$ cat config.mk
export PLATFORM = sky130hd
export DESIGN_NAME = qucsr_top
export DESIGN_NICKNAME = d
export VERILOG_FILES = /design/src/qucsr_pkg.sv /design/src/qucsr_top.sv /design/src/qucsr_bus_decode.sv /design/src/qucsr_channel.sv
export SDC_FILE = /design/constraint.sdc
export NUM_CORES = 1
export LEC_CHECK = 0
export ABC_CLOCK_PERIOD_IN_PS = 12200
export BUFFER_PORTS_ARGS = -buffer_cell sky130_fd_sc_hd__buf_2
export CORE_MARGIN = 1
export CORE_UTILIZATION = 50
export CTS_CLUSTER_SIZE = 30
export DETAILED_ROUTE_END_ITERATION = 10
export GPL_ROUTABILITY_DRIVEN = 0
export PLACE_DENSITY = 0.68
export SYNTH_ARGS = -nofsm -noshare
export SYNTH_HDL_FRONTEND = slang
export SYNTH_SLANG_ARGS = --single-unit
export TNS_END_PERCENT = 1
$ cat constraint.sdc
create_clock -name CLK -period 12.2 [get_ports CLK]
set_clock_uncertainty 0.15 [all_clocks]
set_input_delay 1.83 -clock CLK [delete_from_list [all_inputs] [get_ports CLK]]
set_output_delay 1.83 -clock CLK [all_outputs]
set_load 0.02 [all_outputs]
$ cat src/qucsr_pkg.sv
// shared constants for the quad serial host port, channel select and reset block
package qucsr_pkg;
  // channel count and bus widths
  localparam int CH_NUM = 4;
  localparam int ADR_W = 8;
  localparam int DAT_W = 8;
  localparam int IDX_W = 4;
  localparam int CNT_W = 16;
  // host address fields
  localparam int A_CFG = 7;
  localparam int A_RSV = 6;
  localparam int A_CH_HI = 5;
  localparam int A_CH_LO = 4;
  // channel register indices (address bits 3:0)
  localparam logic [3:0] CH_MCTL = 4'h4;
  localparam logic [3:0] CH_LST = 4'h5;
  localparam logic [3:0] CH_MSR = 4'h6;
  localparam logic [3:0] CH_SCR = 4'h7;
  localparam logic [3:0] CH_FEAT = 4'h8;
  // shared configuration register indices (address bit 7 set)
  localparam logic [3:0] CFG_TCTL = 4'h1;
  localparam logic [3:0] CFG_TLSB = 4'h2;
  localparam logic [3:0] CFG_TMSB = 4'h3;
  localparam logic [3:0] CFG_RESET = 4'h4;
  localparam logic [3:0] CFG_BCAST = 4'h5;
  // field positions
  localparam int MCTL_DTR = 0;
  localparam int MCTL_RTS = 1;
  localparam int MCTL_IR = 6;
  localparam int FEAT_RXPOL = 4;
  localparam int BCAST_EN = 0;
  localparam int TMR_EN = 0;
  localparam int TMR_EXT = 1;
  localparam int TMR_CLR = 2;
  localparam int MSR_CTS = 4;
  localparam int MSR_DSR = 5;
  localparam int MSR_RI = 6;
  localparam int MSR_CD = 7;
  localparam int LST_RX = 0;
  // reset values
  localparam logic [7:0] REG_RST = 8'h00;
  localparam logic [15:0] CNT_RST = 16'h0000;
  localparam logic [3:0] CH_ALL = 4'hf;
  localparam logic [3:0] CH_NONE = 4'h0;
endpackage

$ cat src/qucsr_top.sv
// top of the host port: channel select, resets, strap modes and shared registers
`timescale 1ns/1ns
`default_nettype none
module qucsr_top
  import qucsr_pkg::*;
(
  // clock and reset
  input wire logic CLK,
  input wire logic ARST_N,
  // host bus
  input wire logic CS_N,
  input wire logic READ_STROBE_N,
  input wire logic WRITE_STROBE_N,
  input wire logic [ADR_W-1:0] ADDR,
  input wire logic [DAT_W-1:0] DATA_IN,
  output logic [DAT_W-1:0] DATA_OUT,
  output logic DATA_OE,
  // straps
  input wire logic BUS_STYLE,
  input wire logic INFRARED_STRAP,
  // timer clock
  input wire logic TIMER_EXT_CLOCK,
  // serial channels, bit n is channel n
  input wire logic [CH_NUM-1:0] CH_SERIAL_IN,
  output logic [CH_NUM-1:0] CH_SERIAL_OUT,
  // modem lines, bit n is channel n
  output logic [CH_NUM-1:0] CH_REQUEST_SEND_N,
  output logic [CH_NUM-1:0] CH_TERMINAL_READY_N,
  input wire logic [CH_NUM-1:0] CH_CLEAR_SEND_N,
  input wire logic [CH_NUM-1:0] CH_SET_READY_N,
  input wire logic [CH_NUM-1:0] CH_CARRIER_DETECT_N,
  input wire logic [CH_NUM-1:0] CH_RING_INDICATOR_N
);
  typedef struct packed {
    logic boot;
    logic [CH_NUM-1:0] chan_init;
    logic [7:0] bcast;
    logic [7:0] tmr_ctl;
    logic [CNT_W-1:0] tmr_cnt;
    logic ext_s1;
    logic ext_s2;
    logic ext_s3;
    logic [DAT_W-1:0] dout;
    logic doe;
  } qucsr_top_t;

  // boot set so the strap is caught on the second edge after release
  localparam qucsr_top_t ST_RST = '{1'b1, CH_NONE, REG_RST, REG_RST, CNT_RST,
                                    1'b0, 1'b0, 1'b0, REG_RST, 1'b0};

  qucsr_top_t st;
  qucsr_top_t next_st;
  logic rst_meta;
  logic rst_sync;
  logic wr_pulse;
  logic rd_act;
  logic cfg_sel;
  logic chan_ok;
  logic [1:0] chan;
  logic [IDX_W-1:0] reg_idx;
  logic [DAT_W-1:0] wdata;
  logic [CH_NUM-1:0] chan_wr;
  logic [DAT_W-1:0] chan_rd [CH_NUM];
  logic cfg_wr;
  logic ext_edge;
  logic tmr_tick;

  // reset release through two flops; assertion is still immediate
  always_ff @(posedge CLK or negedge ARST_N)
  begin
    if (!ARST_N)
    begin
      rst_meta <= 1'b0;
      rst_sync <= 1'b0;
    end
    else
    begin
      rst_meta <= 1'b1;
      rst_sync <= rst_meta;
    end
  end

  // strobe and address decode
  qucsr_bus_decode u_decode (
    .clk(CLK),
    .rst_n(rst_sync),
    .cs_n(CS_N),
    .rd_n(READ_STROBE_N),
    .wr_n(WRITE_STROBE_N),
    .addr(ADDR),
    .wdata(DATA_IN),
    .bus_style(BUS_STYLE),
    .wr_pulse(wr_pulse),
    .rd_act(rd_act),
    .cfg_sel(cfg_sel),
    .chan_ok(chan_ok),
    .chan(chan),
    .reg_idx(reg_idx),
    .data(wdata)
  );

  // writes with bit 7 set never reach a channel
  assign cfg_wr = wr_pulse && cfg_sel;

  // the four channels; broadcast overrides the channel field on writes
  generate
    for (genvar i = 0; i < CH_NUM; i++)
    begin : g_ch
      assign chan_wr[i] = wr_pulse && chan_ok &&
                          (st.bcast[BCAST_EN] || chan == 2'(i));
      qucsr_channel u_ch (
        .clk(CLK),
        .rst_n(rst_sync),
        .init(st.chan_init[i]),
        .strap(INFRARED_STRAP),
        .wr_en(chan_wr[i]),
        .reg_idx(reg_idx),
        .wdata(wdata),
        .rdata(chan_rd[i]),
        .serial_in(CH_SERIAL_IN[i]),
        .clear_send_n(CH_CLEAR_SEND_N[i]),
        .set_ready_n(CH_SET_READY_N[i]),
        .carrier_detect_n(CH_CARRIER_DETECT_N[i]),
        .ring_indicator_n(CH_RING_INDICATOR_N[i]),
        .serial_out(CH_SERIAL_OUT[i]),
        .request_send_n(CH_REQUEST_SEND_N[i]),
        .terminal_ready_n(CH_TERMINAL_READY_N[i])
      );
    end
  endgenerate

  // timer clock pick; edge seen from the second and third sync stages only
  assign ext_edge = st.ext_s2 && !st.ext_s3;
  assign tmr_tick = st.tmr_ctl[TMR_EN] && (st.tmr_ctl[TMR_EXT] ? ext_edge : 1'b1);

  // shared registers, channel init pulses, timer and read data
  always_comb
  begin
    next_st = st;
    next_st.boot = 1'b0;
    // boot loads every channel, a soft reset only those named
    if (st.boot)
      next_st.chan_init = CH_ALL;
    else if (cfg_wr && reg_idx == CFG_RESET)
      next_st.chan_init = wdata[CH_NUM-1:0];
    else
      next_st.chan_init = CH_NONE;
    if (cfg_wr && reg_idx == CFG_BCAST)
      next_st.bcast = wdata;
    if (cfg_wr && reg_idx == CFG_TCTL)
      next_st.tmr_ctl = wdata;
    // external timer clock is slow and asynchronous, so it is synchronised
    next_st.ext_s1 = TIMER_EXT_CLOCK;
    next_st.ext_s2 = st.ext_s1;
    next_st.ext_s3 = st.ext_s2;
    // a clear request wins over a tick in the same cycle
    if (cfg_wr && reg_idx == CFG_TCTL && wdata[TMR_CLR])
      next_st.tmr_cnt = CNT_RST;
    else if (tmr_tick)
      next_st.tmr_cnt = st.tmr_cnt + 16'h0001;
    // read data; broadcast is not cleared for reads, software must clear it
    next_st.doe = rd_act;
    next_st.dout = REG_RST;
    if (rd_act && cfg_sel)
    begin
      case (reg_idx)
        CFG_TCTL: next_st.dout = st.tmr_ctl;
        CFG_TLSB: next_st.dout = st.tmr_cnt[7:0];
        CFG_TMSB: next_st.dout = st.tmr_cnt[15:8];
        CFG_BCAST: next_st.dout = st.bcast;
        default: next_st.dout = REG_RST;
      endcase
    end
    else if (rd_act && chan_ok)
      next_st.dout = chan_rd[chan];
  end

  // state register
  always_ff @(posedge CLK or negedge rst_sync)
  begin
    if (!rst_sync)
      st <= ST_RST;
    else
      st <= next_st;
  end

  assign DATA_OUT = st.dout;
  assign DATA_OE = st.doe;

  // checks on the decode, reset and timer paths
  chk_select_gate: assert property (@(posedge CLK) disable iff (!rst_sync)
    wr_pulse |-> !$past(CS_N))
    else $error("write taken without chip select");

  chk_read_gate: assert property (@(posedge CLK) disable iff (!rst_sync)
    (CS_N && $past(CS_N)) |=> !DATA_OE)
    else $error("data driven without chip select");

  chk_channel_pick: assert property (@(posedge CLK) disable iff (!rst_sync)
    (wr_pulse && chan_ok && !st.bcast[BCAST_EN]) |-> (chan_wr == (4'h1 << chan)))
    else $error("wrong channel written");

  chk_reserved_drop: assert property (@(posedge CLK) disable iff (!rst_sync)
    (wr_pulse && !chan_ok) |-> (chan_wr == CH_NONE))
    else $error("reserved or shared address wrote a channel");

  chk_boot_init: assert property (@(posedge CLK) disable iff (!ARST_N)
    $rose(rst_sync) |=> (st.chan_init == CH_ALL) ##1 (st.chan_init == CH_NONE))
    else $error("channels not initialised after reset release");

  chk_soft_reset: assert property (@(posedge CLK) disable iff (!rst_sync)
    (cfg_wr && reg_idx == CFG_RESET && !st.boot) |=>
      (st.chan_init == $past(wdata[CH_NUM-1:0])))
    else $error("soft reset did not reach the named channels");

  chk_timer_ext: assert property (@(posedge CLK) disable iff (!rst_sync)
    (st.tmr_ctl[TMR_EN] && st.tmr_ctl[TMR_EXT] && !ext_edge && !cfg_wr) |=>
      (st.tmr_cnt == $past(st.tmr_cnt)))
    else $error("timer moved without an external clock edge");

  chk_timer_step: assert property (@(posedge CLK) disable iff (!rst_sync)
    (tmr_tick && !cfg_wr) |=> (st.tmr_cnt == $past(st.tmr_cnt) + 16'h0001))
    else $error("timer did not advance by one");

  chk_bcast_write: assert property (@(posedge CLK) disable iff (!rst_sync)
    (wr_pulse && chan_ok && st.bcast[BCAST_EN]) |-> (chan_wr == CH_ALL))
    else $error("broadcast write missed a channel");

  chk_cfg_route: assert property (@(posedge CLK) disable iff (!rst_sync)
    (wr_pulse && cfg_sel) |-> (chan_wr == CH_NONE))
    else $error("shared register write leaked into a channel");

  // checks on read answers, init pulses and shared register stores
  chk_read_enable: assert property (@(posedge CLK) disable iff (!rst_sync)
    rd_act |=> DATA_OE)
    else $error("read not answered with data enable");

  chk_reserved_read: assert property (@(posedge CLK) disable iff (!rst_sync)
    (rd_act && !cfg_sel && !chan_ok) |=> (DATA_OUT == REG_RST))
    else $error("reserved address read returned data");

  chk_cfg_readback: assert property (@(posedge CLK) disable iff (!rst_sync)
    (rd_act && cfg_sel && reg_idx == CFG_BCAST) |=> (DATA_OUT == $past(st.bcast)))
    else $error("shared register read returned wrong value");

  // the sampled release level keeps the release edge itself out of the antecedent
  chk_boot_all: assert property (@(posedge CLK) disable iff (!rst_sync)
    (st.boot && rst_sync) |=> (st.chan_init == CH_ALL))
    else $error("boot did not initialise every channel");

  chk_init_pulse: assert property (@(posedge CLK) disable iff (!rst_sync)
    (!st.boot && !(cfg_wr && reg_idx == CFG_RESET)) |=> (st.chan_init == CH_NONE))
    else $error("channel init held longer than one cycle");

  chk_timer_clear: assert property (@(posedge CLK) disable iff (!rst_sync)
    (cfg_wr && reg_idx == CFG_TCTL && wdata[TMR_CLR]) |=> (st.tmr_cnt == CNT_RST))
    else $error("timer clear request ignored");

  chk_timer_hold: assert property (@(posedge CLK) disable iff (!rst_sync)
    (!st.tmr_ctl[TMR_EN] && !cfg_wr) |=> (st.tmr_cnt == $past(st.tmr_cnt)))
    else $error("timer moved while disabled");

  chk_bcast_store: assert property (@(posedge CLK) disable iff (!rst_sync)
    (cfg_wr && reg_idx == CFG_BCAST) |=> (st.bcast == $past(wdata)))
    else $error("broadcast control not stored");

  chk_idle_nowrite: assert property (@(posedge CLK) disable iff (!rst_sync)
    !wr_pulse |-> (chan_wr == CH_NONE))
    else $error("channel written without a write strobe");
endmodule
`default_nettype wire

$ cat src/qucsr_bus_decode.sv
// host strobe qualification and address decode for both bus styles
`timescale 1ns/1ns
`default_nettype none
module qucsr_bus_decode
  import qucsr_pkg::*;
(
  // clock and reset
  input wire logic clk,
  input wire logic rst_n,
  // host pins
  input wire logic cs_n,
  input wire logic rd_n,
  input wire logic wr_n,
  input wire logic [ADR_W-1:0] addr,
  input wire logic [DAT_W-1:0] wdata,
  input wire logic bus_style,
  // decoded access
  output logic wr_pulse,
  output logic rd_act,
  output logic cfg_sel,
  output logic chan_ok,
  output logic [1:0] chan,
  output logic [IDX_W-1:0] reg_idx,
  output logic [DAT_W-1:0] data
);
  typedef struct packed {
    logic wr_prev;
    logic wr_pulse;
    logic rd_act;
    logic [ADR_W-1:0] addr;
    logic [DAT_W-1:0] data;
  } qucsr_dec_t;

  qucsr_dec_t st;
  qucsr_dec_t next_st;
  logic wr_now;
  logic rd_now;

  // strobe style: separate strobes; other style: select is the strobe, write pin is r/w
  always_comb
  begin
    next_st = st;
    if (bus_style)
    begin
      rd_now = !cs_n && !rd_n;
      wr_now = !cs_n && !wr_n;
    end
    else
    begin
      rd_now = !cs_n && wr_n;
      wr_now = !cs_n && !wr_n;
    end
    next_st.wr_prev = wr_now;
    next_st.wr_pulse = wr_now && !st.wr_prev; // one write per strobe
    next_st.rd_act = rd_now;
    if ((wr_now && !st.wr_prev) || rd_now)
    begin
      next_st.addr = addr;
      next_st.data = wdata;
    end
  end

  // state register
  always_ff @(posedge clk or negedge rst_n)
  begin
    if (!rst_n)
      st <= '0;
    else
      st <= next_st;
  end

  assign wr_pulse = st.wr_pulse;
  assign rd_act = st.rd_act;
  assign cfg_sel = st.addr[A_CFG];
  assign chan_ok = !st.addr[A_CFG] && !st.addr[A_RSV];
  assign chan = st.addr[A_CH_HI:A_CH_LO];
  assign reg_idx = st.addr[IDX_W-1:0];
  assign data = st.data;

  chk_style_read: assert property (@(posedge clk) disable iff (!rst_n)
    (!bus_style && !cs_n && wr_n) |=> rd_act)
    else $error("read not seen in select-strobe style");
endmodule
`default_nettype wire

$ cat src/qucsr_channel.sv
// one serial channel: mode, modem control and line level registers
`timescale 1ns/1ns
`default_nettype none
module qucsr_channel
  import qucsr_pkg::*;
(
  // clock and reset
  input wire logic clk,
  input wire logic rst_n,
  // register access
  input wire logic init,
  input wire logic strap,
  input wire logic wr_en,
  input wire logic [IDX_W-1:0] reg_idx,
  input wire logic [DAT_W-1:0] wdata,
  output logic [DAT_W-1:0] rdata,
  // serial and modem pins
  input wire logic serial_in,
  input wire logic clear_send_n,
  input wire logic set_ready_n,
  input wire logic carrier_detect_n,
  input wire logic ring_indicator_n,
  output logic serial_out,
  output logic request_send_n,
  output logic terminal_ready_n
);
  typedef struct packed {
    logic [7:0] mctl;
    logic [7:0] feat;
    logic [7:0] scr;
    logic tx;
    logic rts_n;
    logic dtr_n;
    logic rx_mark;
  } qucsr_ch_t;

  // outputs idle inactive and line high while reset is held
  localparam qucsr_ch_t ST_RST = '{REG_RST, REG_RST, REG_RST, 1'b1, 1'b1, 1'b1, 1'b1};

  qucsr_ch_t st;
  qucsr_ch_t next_st;

  // register writes, strap reload and pin levels
  always_comb
  begin
    next_st = st;
    if (init)
    begin
      next_st.mctl = REG_RST;
      next_st.mctl[MCTL_IR] = strap;
      next_st.feat = REG_RST;
      next_st.scr = REG_RST;
    end
    else if (wr_en)
    begin
      case (reg_idx)
        CH_MCTL: next_st.mctl = wdata;
        CH_SCR: next_st.scr = wdata;
        CH_FEAT: next_st.feat = wdata;
        default: next_st.scr = st.scr;
      endcase
    end
    next_st.tx = !st.mctl[MCTL_IR]; // idle high normal, low infrared
    next_st.rts_n = !st.mctl[MCTL_RTS];
    next_st.dtr_n = !st.mctl[MCTL_DTR];
    // infrared polarity: bit clear means low input is mark
    if (st.mctl[MCTL_IR])
      next_st.rx_mark = st.feat[FEAT_RXPOL] ? serial_in : !serial_in;
    else
      next_st.rx_mark = serial_in;
  end

  // state register
  always_ff @(posedge clk or negedge rst_n)
  begin
    if (!rst_n)
      st <= ST_RST;
    else
      st <= next_st;
  end

  // read mux; modem inputs shown active high
  always_comb
  begin
    rdata = REG_RST;
    case (reg_idx)
      CH_MCTL: rdata = st.mctl;
      CH_SCR: rdata = st.scr;
      CH_FEAT: rdata = st.feat;
      CH_LST: rdata[LST_RX] = st.rx_mark;
      CH_MSR:
      begin
        rdata[MSR_CTS] = !clear_send_n;
        rdata[MSR_DSR] = !set_ready_n;
        rdata[MSR_RI] = !ring_indicator_n;
        rdata[MSR_CD] = !carrier_detect_n;
      end
      default: rdata = REG_RST;
    endcase
  end

  assign serial_out = st.tx;
  assign request_send_n = st.rts_n;
  assign terminal_ready_n = st.dtr_n;

  chk_strap_copy: assert property (@(posedge clk) disable iff (!rst_n)
    init |=> (st.mctl[MCTL_IR] == $past(strap)))
    else $error("strap level not copied into mode bit");
  chk_tx_idle: assert property (@(posedge clk) disable iff (!rst_n)
    (st.mctl[MCTL_IR] && !init && !wr_en) |=> ##1 !serial_out)
    else $error("transmit line not idle low in infrared mode");
  chk_rx_polarity: assert property (@(posedge clk) disable iff (!rst_n)
    (st.mctl[MCTL_IR] && !st.feat[FEAT_RXPOL]) |=> (st.rx_mark == !$past(serial_in)))
    else $error("infrared receive polarity wrong");
  chk_modem_out: assert property (@(posedge clk) disable iff (!rst_n)
    $changed(st.mctl[MCTL_RTS]) |=> (request_send_n == !$past(st.mctl[MCTL_RTS])))
    else $error("request-to-send does not follow control bit");
endmodule
`default_nettype wire

Yosys cells after proc, flatten, opt, wreduce, memory -nomap -nowiden

Index checks and enable logic that the tools add are counted.

Mux-type cells: 43
Divide/modulo/power cells: 0
$mul: 0
Bitwise logic cells: 1
Order comparisons: 1
Add/sub/neg operators: 1
Reduce and logical (&&, ||, !) cells: 93
Shifts and indexed selects: 0
Equality and inequality tests: 11

Operators with widths:

| kind                    | number |
|---|---|
| $mux W24                | 8 |
| $pmux W4 S4             | 4 |
| $mux W8                 | 7 |
| $logic_not A1 Y1        | 39 |
| $pmux W3 S3             | 4 |
| $reduce_bool A2 Y1      | 17 |
| $mux W16                | 2 |
| $pmux W8 S4             | 1 |
| $reduce_and A2 Y1       | 12 |
| $logic_and A1 B1 Y1     | 19 |
| $add A16 B1 Y16 const B | 1 |
| $bmux W8 S2             | 1 |
| $eq A4 B3 Y1 const B    | 4 |
| $pmux W1 S4             | 4 |
| $mux W1                 | 10 |
| $eq A4 B2 Y1 const B    | 2 |
| $mux W4                 | 2 |
| $logic_or A1 B1 Y1      | 5 |
| $eq A2 B2 Y1 const B    | 2 |
| $eq A4 B1 Y1 const B    | 1 |
| $eq A4 B4 Y1 const B    | 1 |
| $ge A3 B3 Y1 const B    | 1 |
| $not A2 Y3              | 1 |
| $eq A2 B1 Y1 const B    | 1 |
| $logic_not A2 Y1        | 1 |

Word-level logic and storage cells: 195
Memory bits (writable): 0
Output and inout port bits: 21
Input bits: 44
Memory bits (read-only): 0
Latch bits: 0
Register bits: 182
Memories kept: 0

Depth between registers and ports, before layout

Gate-level depths: netlist of the first run.

Depth in word-level cells: 7
Gate-level depth with buffers: 8
Gate-level depth less buffers: 6

Modules after synthesis

A second synthesis of the first run with hierarchy kept.

Cell total of the unflattened synthesis: 822
Area, all modules: 9490.4 um2

By module, submodules not included:

| module           | cells each | times used | area an instance (um2) | seq. area each (um2) |
|---|---|---|---|---|
| qucsr_channel    | 134        | 4          | 1500.2                 | 705.7 |
| qucsr_top        | 228        | 1          | 2660.1                 | 1277.5 |
| qucsr_bus_decode | 58         | 1          | 829.5                  | 475.5 |

Worst setup path before layout of the first run

No wires, ideal clock.

Kind: input -> register
From: input WRITE_STROBE_N
To: register u_decode.st, in the netlist u_decode.cfg_sel
Library setup time: 0.125 ns
Path slack: 8.995 ns
Arrival time: 2.930 ns
Path buffers: 2
Data required time: 11.925 ns
Cell stages on the path: 6
Cells stage by stage: nor2_1 -> a211oi_1 -> or2_2 -> buf_2 -> buf_2 -> mux2_2

RTL lines:

| what                 | line                   | text |
|---|---|---|
| from (decl)          | qucsr_top.sv:13        | `input wire logic WRITE_STROBE_N,` |
| to (signal assigned) | qucsr_bus_decode.sv:69 | `st <= next_st;` |
| to (decl)            | qucsr_bus_decode.sv:34 | `qucsr_dec_t st;` |

Worst setup path after layout of the first run

From: register u_decode.st, in the netlist u_decode.reg_idx[2]
To: register g_ch[3].u_ch.st[5] in the netlist's numbering

Word-level cells in the longest chain between the ends: 3

Ends and longest elaborated chain:

| what                                | line                | text |
|---|---|---|
| $eq A4 B3 Y1                        | qucsr_channel.sv:56 | `case (reg_idx)` |
| $reduce_bool A2 Y1 (no source line) | n/a                 |  |
| $reduce_and A2 Y1 (no source line)  | n/a                 |  |
| to (signal assigned)                | qucsr_channel.sv:79 | `st <= next_st;` |
| to (decl)                           | qucsr_channel.sv:40 | `qucsr_ch_t st;` |

Every way passes these cells.
A chain may end at the register's enable or synchronous reset.

==> results_dict.tcl, run 1 <==
set metrics [dict create \
    worstMarginPinSlew_ns 0.9076 \
    syn_area_per_cell_um2 10.48 \
    irDropWorstVdd_mv 0.1004 \
    post_cts_buffers 0 \
    track_usage_pct 26.57 \
    numCtsBuffers 17 \
    grt_max_degree 69 \
    multi_input_area_um2 3699 \
    worstPathMaxFanout 25 \
    die_y_um 134.7 \
    pre_cts_ws_ns 8.914 \
    hold_ws_ns 0.1987 \
    areaGrowthSynthToFinish_pct 9.095 \
    ios 65 \
    cts-root-buf "clkbuf_16" \
    clock_latency_ns 0.44 \
    rows 48 \
    die_w_um 134.7 \
    syn-num-nets 885 \
    synthCells 840 \
    drive_above_1_share_pct 19.98 \
    ant_nets 0 \
    crit_arrival_ns 3.37 \
    grt_overflow_total 0 \
    clock_path_buffers 2 \
    critPathLaunchType "flip-flop" \
    status "finished clean" \
    grt_pass1_wl_um 35910 \
    cts.sinks 182 \
    regToRegSetupSlack_ns 8.96 \
    critical_path_class "reg2reg" \
    max_freq_mhz 308.6 \
    power.total_w 0.001578 \
    async_reset_ff_share_pct 100.0 \
    initial_core_util_pct 51.08 \
    viasPerCell 5.865 \
    antenna_found_initial 0 \
    vias 6369 \
    firstDrtPassIters 7 \
    place_area_um2 9001 \
    cts_resized 0 \
    design_area_um2 9605 \
    power.density_nw_per_um2 164.3 \
    ys_seq_elements 182 \
    ys_warn_count 0 \
    seq_area_frac_synth_pct 51.97 \
    slew_viol_final 0 \
    ys.flop_type "dfrtp_1" \
    timing.final.crit_share_pct 26.56 \
    maxCapViolations 0 \
    cp.required_ns 12.33 \
    dieArea_um2 18140 \
    p_leak_nw 4.369 \
    hold_viol_final 0 \
    setup_tns_ns 0 \
    clkTransAtPathRegs_ns 0.07 \
    final-seq-area_um2 4581 \
    core-area_um2 17240 \
    min_period_ns 3.240 \
    diodes 0 \
    cts_tree "built" \
    io_buffers 64 \
    fin_nets 893 \
    setup_violations 0 \
    ctsHoldBuffers 0 \
    slew_headroom_pct 39.50 \
    drt-initial-drc-count 700 \
    hold_path_class "reg2async" \
    wirelength_um 22770 \
    drc 0 \
    endpoint_kind "flip-flop" \
    htree_num_levels 4 \
    yosysUniqueCellTypes 63 \
    dp_hpwl_um 14700 \
    wl_per_cell_um 20.97 \
    synth_area_um2 8805 \
    timing.final.ws_setup_ns 8.960 \
    grt_pass1_vias 6180 \
    rsz0062_at_grt "false" \
    fill_cells 1519 \
    synth_edf_count 0 \
]
## cell usage in the layout (no fill, tap or decap), types with 8 or more instances in the layout
| cell | Yosys | final |
|---|---|---|
| nor2_1 | 96 | 96 |
| xor2_1 | 13 | 13 |
| dfrtp_1 | 165 | 163 |
| dfstp_2 | 17 | 17 |
| nand3_1 | 38 | 38 |
| nand2_1 | 71 | 71 |
| buf_2 | 17 | 64 |
| nand4_1 | 9 | 9 |
| a22oi_1 | 21 | 21 |
| mux2_2 | 28 | 28 |
| o22ai_1 | 11 | 11 |
| inv_1 | 16 | 16 |
| a21oi_1 | 57 | 57 |
| o221ai_1 | 8 | 8 |
| nand2b_1 | 9 | 9 |
| mux2i_1 | 87 | 87 |
| o21ai_0 | 23 | 23 |
| buf_4 | 32 | 8 |
| clkbuf_16 | 0 | 17 |
## path summary, 6_finish.rpt
kind	start	to	cells past startpoint
max	u_decode.reg_idx[2]	g_ch[3].u_ch.st[5]	5
min	rst_sync	g_ch[2].u_ch.st[13]	0
max reg2reg	u_decode.reg_idx[2]	g_ch[3].u_ch.st[5]	5
min reg2reg	rst_sync	g_ch[2].u_ch.st[13]	0
max in group asynchronous	rst_sync	g_ch[3].u_ch.st[5]	1
min in group CLK	next_st[10]	next_st[9]	0
## synth_stat cells (all sizes together) (3+ instances only)
library cell | instances | area share [%]
nand3 | 38 | 2.2
nand2b | 9 | 0.64
inv | 16 | 0.68
or3 | 4 | 0.28
xnor2 | 7 | 0.70
and3 | 5 | 0.36
o221ai | 8 | 0.80
dfstp | 17 | 5.1
nand2 | 77 | 3.6
clkbuf | 27 | 1.2
a21o | 5 | 0.43
o22ai | 11 | 0.78
xor2 | 13 | 1.3
a221oi | 7 | 0.70
o21ai | 24 | 1.4
a22o | 5 | 0.50
o311ai | 4 | 0.40
a211oi | 4 | 0.45
buf | 56 | 4.2
dfrtp | 165 | 47
or3b | 3 | 0.33
nand4 | 9 | 0.64
nor2b | 3 | 0.21
mux2 | 28 | 3.6
a21oi | 60 | 3.8
mux2i | 87 | 9.9
nor2 | 99 | 4.5
a22oi | 21 | 1.8
or2 | 3 | 0.21
## critical path: stages (launching register included)
cell,delay [ns]
dfrtp_1,0.89
and4b_1,0.77
buf_4,0.39
and3_1,0.56
mux2i_1,0.25
nor2_1,0.06
## area by class of cell
cell class / count / area share (%)
multi-input cells: 559 / 38.50
flip-flops and latches: 182 / 47.69
well taps: 225 / 2.931
repair buffers: 72 / 3.960
clock inverters: 14 / 1.824
clock buffers: 18 / 4.468
inverters: 16 / 0.6252
## sequential cells by signal, indices dropped and copies added (netlist names), 4 cells and up
register,flops
g_ch.u_ch.st,100
st,38
DATA_OUT,8
u_decode.data,8
g_ch.u_ch.request_send_n,4
g_ch.u_ch.serial_out,4
g_ch.u_ch.terminal_ready_n,4
u_decode.reg_idx,4
## logic make-up (layout without fill, tap and decap cells)
kind of cell    after synthesis  in the layout  share of synthesized area [%]
fa+ha+maj                     1              1                         0.1421
buf+inv                      99            120                          6.082
xor+xnor                     20             20                          1.990
other cells                   2              2                        0.08530
compound gates              158            158                          11.87
simple gates                263            263                          14.40
mux                         115            115                          13.47
flops                       182            182                          51.97
## per-layer routing
metal,track usage (%),routed length (um),vias to the layer above,share of wire (%)
met1,38.85,10740,3136,47
met2,38.37,10040,245,44
met3,4.992,1341,47,5.9
met4,11.92,648,0,2.8
met5,0,0,-,0
li1,-,-,2941,-
## stage by stage
step                      instances  util, %
after global routing           1086    55.73
after global placement         1054    52.22
final                          1086    55.73
after detailed placement       1054    52.22
after floorplan                 840        -
after CTS                      1086    55.73
## report_power, final
group,internal [W],switching (W)
clock network,0.000324,0.000245
logic,0.000100,0.000141
registers,0.000666,0.000102
total,0.00109,0.000488
(Power assumes the default switching activity.)
==> inputs of run 2 (changes only) <==
--- a/config.mk
+++ b/config.mk
@@ -5,7 +5,7 @@
 export SDC_FILE = /design/constraint.sdc
 export NUM_CORES = 1
 export LEC_CHECK = 0
-export ABC_CLOCK_PERIOD_IN_PS = 12200
+export ABC_CLOCK_PERIOD_IN_PS = 3050
 export BUFFER_PORTS_ARGS = -buffer_cell sky130_fd_sc_hd__buf_2
 export CORE_MARGIN = 1
 export CORE_UTILIZATION = 50
==> constraint.sdc (replaced) <==
create_clock -name CLK -period 3.05 [get_ports CLK]
set_clock_uncertainty 0.15 [all_clocks]
set_input_delay 0.4575 -clock CLK [delete_from_list [all_inputs] [get_ports CLK]]
set_output_delay 0.4575 -clock CLK [all_outputs]
set_load 0.02 [all_outputs]
==> run 2 against run 1 <==
Fmax is 29% higher. Worst setup slack worse by 8.4 ns. Sequential power grew to 4.0 times the previous value. Sequential cell count stayed put. Combinational power grew to 4.1 times the previous value. Critical path depth stayed put. First-iteration DRC count is 5.6% lower. Register-to-register slack worse by 8.4 ns. Non-clock buffer count is 12 higher. Clock-buffer cell count is 3 higher. Cell count is 1.0% higher. Largest cell class unchanged.
==> results_dict.tcl, run 2 (same netlist as run 1, synthesis figures left out) <==
set metrics [dict create \
    status "finished clean" \
    dp_hpwl_um 15260 \
    largest_reg_flops 100 \
    r2r-end "DATA_OUT[6]" \
    maxCapViolations 0 \
    cts_tree "built" \
    grt_pass1_wl_um 36180 \
    die_w_um 134.7 \
    clock_path_buffers 2 \
    cpLargestDelayFamily "simple AND/OR/NAND/NOR gates" \
    path_buf_inv 0 \
    max_freq_mhz 397.1 \
    dieArea_um2 18140 \
    power.density_nw_per_um2 657.8 \
    r2r-start "u_decode.reg_idx[2]" \
    slew_headroom_pct 39.36 \
    seqPwrFrac_pct 47.8 \
    setup_violations 0 \
    wirelength_um 22800 \
    grt_max_degree 55 \
    vias 6458 \
    firstDrtPassIters 7 \
    clkTransAtPathRegs_ns 0.06 \
    ios 65 \
    viasPerCell 5.887 \
    hold_viol_final 0 \
    worstPathCellList "nor2b_2 -> nand2_1 -> o221a_1 -> o41ai_1 -> a41o_1" \
    final_cell_mix "163 x dfrtp_1, 96 x nor2_1, 87 x mux2i_1" \
    rsz0062_at_grt "false" \
    wl_per_cell_um 20.78 \
    areaGrowthSynthToFinish_pct 10.93 \
    critical_path_class "reg2reg" \
    initial_core_util_pct 51.08 \
    grt_pass1_vias 6284 \
    crit_arrival_ns 2.74 \
    worstMarginPinSlew_ns 0.9095 \
    reg2reg_depth 5 \
    drc 0 \
    max_stage_delay_ns 0.51 \
    timing.final.crit_share_pct 82.57 \
    p_switching_w 0.001916 \
    die_y_um 134.7 \
    endpoint_kind "flip-flop" \
    swShare_pct 29.82 \
    crit_start "u_decode.reg_idx[2]" \
    holdCritStartpoint "CH_SERIAL_IN[2]" \
    pwr-share-clk_pct 36.6 \
    post_cts_buffers 0 \
    setup_tns_ns 0 \
    hold_path_class "in2reg" \
    reg.largest.list "g_ch.u_ch.st: 100 flops, st: 38 flops" \
    power.internal_w 0.004509 \
    slowest_stage "dfrtp_1" \
    io_buffers 64 \
    cts-root-buf "clkbuf_16" \
    pwr-share-comb_pct 15.6 \
    numCtsBuffers 17 \
    track_usage_pct 26.84 \
    core-area_um2 17240 \
    diodes 0 \
    ant_nets 0 \
    holdPathEnd "g_ch[2].u_ch.st[0]" \
    rows 48 \
    clock_latency_ns 0.44 \
    hold-path-cell-count 2 \
    grt_overflow_total 0 \
    cp.required_ns 3.27 \
    cts.sinks 182 \
    critPathLaunchType "flip-flop" \
    htree_num_levels 4 \
    slew_viol_final 0 \
    regToRegSetupSlack_ns 0.53 \
    fill_cells 1502 \
    final_common_cell "dfrtp_1" \
    min_period_ns 2.518 \
    worstPathMaxFanout 13 \
    antenna_found_initial 0 \
    top_register "g_ch.u_ch.st" \
    drive_above_1_share_pct 20.53 \
    fin_nets 905 \
    p_leak_nw 4.451 \
    irDropWorstVdd_mv 0.4504 \
    place_area_um2 9106 \
    design_area_um2 9767 \
    drt-initial-drc-count 661 \
]
==> run 2: what timing repair did <==
action,CTS,global route
resized for setup,0,0
hold endpoints to repair,4,0
setup endpoints to repair,0,0
hold buffers,3,0
==> run 2: metrics by stage <==
step / cells / util (%) / hold slack (ns) / setup WS, ns / power [W]
2_1_floorplan: 840 / - / 0.01191 / 1.038 / 0.003737
3_3_place_gp: 1063 / 52.83 / 0.09332 / 0.6821 / 0.004066
3_5_place_dp: 1063 / 52.83 / 0.09509 / 0.5713 / 0.004087
4_1_cts: 1097 / 56.66 / 0.01240 / 0.5601 / 0.006449
5_1_grt: 1097 / 56.66 / 0.01626 / 0.3502 / 0.006680
6_report: 1097 / 56.66 / 0.02076 / 0.5315 / 0.006425
==> run 2: worst register-to-register path, stage by stage (launching register included) <==
cell and delay, ns:
dfrtp_1 0.51, nor2b_2 0.50, nand2_1 0.40, o221a_1 0.37
o41ai_1 0.38, a41o_1 0.14
==> run 2: cell type report <==
class | instances | area [um2] | share of cell area, %
clock buffer | 21 | 460.4 | 4.714
clock inverter | 10 | 170.2 | 1.742
tap | 225 | 281.5 | 2.882
multi-input combinational | 559 | 3699 | 37.87
sequential | 182 | 4581 | 46.90
timing repair buffer | 84 | 515.5 | 5.278
inverter | 16 | 60.06 | 0.6149
==> run 2: power groups by stage <==
stage	sequential [W]	clock (W)	combinational, W
after floorplan	0.00290	0	0.000836
final	0.00307	0.00235	0.00100
after detailed placement	0.00310	0	0.000987
after global routing	0.00310	0.00248	0.00110
after CTS	0.00306	0.00239	0.000996
after global placement	0.00310	0	0.000966
==> run 2: worst max path at each step <==
stage / end / slack (ns) / depth (start not counted)
3_5_place_dp: DATA_OUT[6] / 0.57 / 5
6_report: DATA_OUT[6] / 0.53 / 5
3_3_place_gp: g_ch[3].u_ch.st[26] / 0.68 / 5
5_1_grt: DATA_OUT[6] / 0.35 / 5
4_1_cts: DATA_OUT[6] / 0.56 / 5
2_1_floorplan: DATA_OE / 1.04 / 0
==> run 2: metal layers <==
| metal | part of all wire (%) | track usage [%] |
|---|---|---|
| met1 | 45 | 38.65 |
| met2 | 45 | 39.43 |
| met3 | 6.3 | 5.593 |
| met4 | 2.9 | 11.17 |
| met5 | 0 | 0 |
==> inputs of run 3 (changes only) <==
--- a/config.mk
+++ b/config.mk
@@ -5,14 +5,14 @@
 export SDC_FILE = /design/constraint.sdc
 export NUM_CORES = 1
 export LEC_CHECK = 0
-export ABC_CLOCK_PERIOD_IN_PS = 3050
+export ABC_CLOCK_PERIOD_IN_PS = 2300
 export BUFFER_PORTS_ARGS = -buffer_cell sky130_fd_sc_hd__buf_2
 export CORE_MARGIN = 1
 export CORE_UTILIZATION = 50
 export CTS_CLUSTER_SIZE = 30
 export DETAILED_ROUTE_END_ITERATION = 10
 export GPL_ROUTABILITY_DRIVEN = 0
-export PLACE_DENSITY = 0.68
+export PLACE_DENSITY = 0.71
 export SYNTH_ARGS = -nofsm -noshare
 export SYNTH_HDL_FRONTEND = slang
 export SYNTH_SLANG_ARGS = --single-unit
==> constraint.sdc (replaced) <==
create_clock -name CLK -period 2.3 [get_ports CLK]
set_clock_uncertainty 0.15 [all_clocks]
set_input_delay 0.345 -clock CLK [delete_from_list [all_inputs] [get_ports CLK]]
set_output_delay 0.345 -clock CLK [all_outputs]
set_load 0.02 [all_outputs]
==> run 3 against run 2 <==
The flow now finishes with violations (negative hold slack). Worst setup slack got worse by 0.49 ns. Die area did not move. Cell area rose by 3.3%. Clock power rose by 20%. Worst hold slack got worse by 0.021 ns. Register-to-register slack got worse by 0.49 ns. Cell count rose by 4.0%. Via count rose by 2.6%. Non-clock buffer count rose by 43. Routed wire length rose by 0.20%. First-iteration DRC count rose by 3.3%. Fmax rose by 12%. Critical endpoint unchanged.
==> results_dict.tcl, run 3 (same netlist as run 1, synthesis figures left out) <==
set metrics [dict create \
    viasPerCell 5.805 \
    die_w_um 134.7 \
    slew_viol_final 0 \
    maxCapViolations 0 \
    regToRegSetupSlack_ns 0.04 \
    cts.sinks 182 \
    status "finished with violations" \
    final_common_cell "dfrtp_1" \
    slew_headroom_pct 42.96 \
    cp.required_ns 2.50 \
    final_cells 1141 \
    power.internal_w 0.005709 \
    drt-initial-drc-count 683 \
    pwr-share-comb_pct 17.9 \
    clock_latency_ns 0.43 \
    grt_max_degree 46 \
    endpoint_kind "flip-flop" \
    min_period_ns 2.257 \
    p_switching_w 0.002613 \
    power.total_w 0.008322 \
    place_area_um2 9314 \
    track_usage_pct 26.84 \
    worstMarginPinSlew_ns 0.8555 \
    critical_path_class "reg2reg" \
    r2r-end "DATA_OUT[6]" \
    final_cell_mix "163 x dfrtp_1, 96 x nor2_1, 87 x mux2i_1" \
    firstDrtPassIters 5 \
    initial_core_util_pct 51.08 \
    crit_start "u_decode.reg_idx[3]" \
    diodes 0 \
    core-area_um2 17240 \
    hold_path_class "in2reg" \
    max_freq_mhz 443.1 \
    vias 6623 \
    critPathLaunchType "flip-flop" \
    top_register "g_ch.u_ch.st" \
    setup_tns_ns 0 \
    pwr-share-clk_pct 34.0 \
    antenna_found_initial 0 \
    htree_num_levels 4 \
    reg.largest.list "g_ch.u_ch.st: 100 flops, st: 38 flops" \
    grt_pass1_vias 6387 \
    swShare_pct 31.40 \
    hold_ws_ns -0.00008893 \
    rsz0062_at_grt "false" \
    die_y_um 134.7 \
    power.density_nw_per_um2 825.2 \
    drive_above_1_share_pct 22.60 \
    grt_overflow_total 0 \
    cts-root-buf "clkbuf_16" \
    violations "negative hold slack" \
    areaGrowthSynthToFinish_pct 14.54 \
    ant_nets 0 \
    p_leak_nw 4.624 \
    wl_per_cell_um 20.02 \
    post_cts_buffers 0 \
    worstPathMaxFanout 21 \
    wirelength_um 22850 \
    crit_arrival_ns 2.46 \
    grt_pass1_wl_um 36520 \
    seqPwrFrac_pct 48.0 \
    rows 48 \
    timing.final.crit_share_pct 98.12 \
    clock_path_buffers 2 \
    dieArea_um2 18140 \
    holdCritStartpoint "ADDR[5]" \
    cts_tree "built" \
    design_area_um2 10080 \
    hold_viol_final 1 \
    ios 65 \
    numCtsBuffers 17 \
    io_buffers 64 \
    fin_nets 948 \
    clkTransAtPathRegs_ns 0.07 \
    reg2reg_depth 6 \
    irDropWorstVdd_mv 0.4793 \
    setup_violations 0 \
    largest_reg_flops 100 \
    place_inst 1089 \
    fill_cells 1444 \
    endpoint "DATA_OUT[6]" \
    r2r-start "u_decode.reg_idx[3]" \
    drc 0 \
    dp_hpwl_um 15440 \
]
## run 3: cell count changes in the layout (fill, tap and decap cells not counted), sizes merged
| cell | previous run | this run |
|---|---|---|
| buf | 81 | 107 |
| dlygate4sd3 | 3 | 20 |
| bufinv | 4 | 1 |
| clkinv | 2 | 5 |
| clkinvlp | 2 | 4 |
| clkbuf | 21 | 20 |
## run 3: how the worst min path moves through the flow
stage                           to  slack [ns]  cells past startpoint
2_1_floorplan             rst_meta       -0.10                      0
6_report          u_decode.chan[1]    -0.00009                      3
3_5_place_dp              rst_meta       -0.02                      1
5_1_grt        u_decode.reg_idx[3]       0.008                      2
3_3_place_gp              rst_meta       -0.02                      1
4_1_cts           u_decode.chan[1]       0.003                      3
## run 3: area by class of cell
cell class | instances | area, um2 | share of cell area (%)
Tap cell | 225 | 281.5 | 2.792
Timing Repair Buffer | 127 | 893.4 | 8.859
Multi-Input combinational cell | 559 | 3701 | 36.70
Inverter | 16 | 60.06 | 0.5955
Clock inverter | 12 | 121.4 | 1.203
Clock buffer | 20 | 446.7 | 4.429
Sequential cell | 182 | 4581 | 45.42
## run 3: worst max-delay path, stage by stage, from the launching register on
cell	delay (ns)
dfrtp_1	0.55
nor2b_2	0.28
buf_12	0.19
a22oi_1	0.13
o221a_1	0.26
o41ai_1	0.41
a41o_1	0.19
## run 3: metrics by stage
step	utilization [%]	setup WS [ns]	hold slack (ns)
finish	58.51	0.04331	-0.00008893
global route	58.51	0.0001410	0.008122
CTS	58.49	0.06038	0.002797
detailed placement	54.04	0.06794	-0.01832
global placement	54.04	0.1153	-0.01985
floorplan	-	0.2883	-0.1006
## run 3: per-layer routing
metal | share of wire (%) | global-route usage, % | vias up
met1 | 45 | 39.28 | 3265
met5 | 0 | 0 | -
met2 | 45 | 39.35 | 275
met4 | 2.9 | 10.36 | 0
li1 | - | - | 3034
met3 | 6.5 | 5.218 | 49
## run 3: power by group through the flow
stage	combinational [W]	sequential [W]	clock (W)
floorplan	0.00111	0.00385	0
CTS	0.00147	0.00399	0.00287
finish	0.00149	0.00400	0.00283
global placement	0.00141	0.00404	0
global route	0.00162	0.00404	0.00301
detailed placement	0.00144	0.00404	0
## run 3: repair_timing
action,in CTS,in global routing
endpoints found under the setup margin,0,1
gates resized for setup,0,1
hold buffers,20,0
endpoints found under the hold margin,19,0
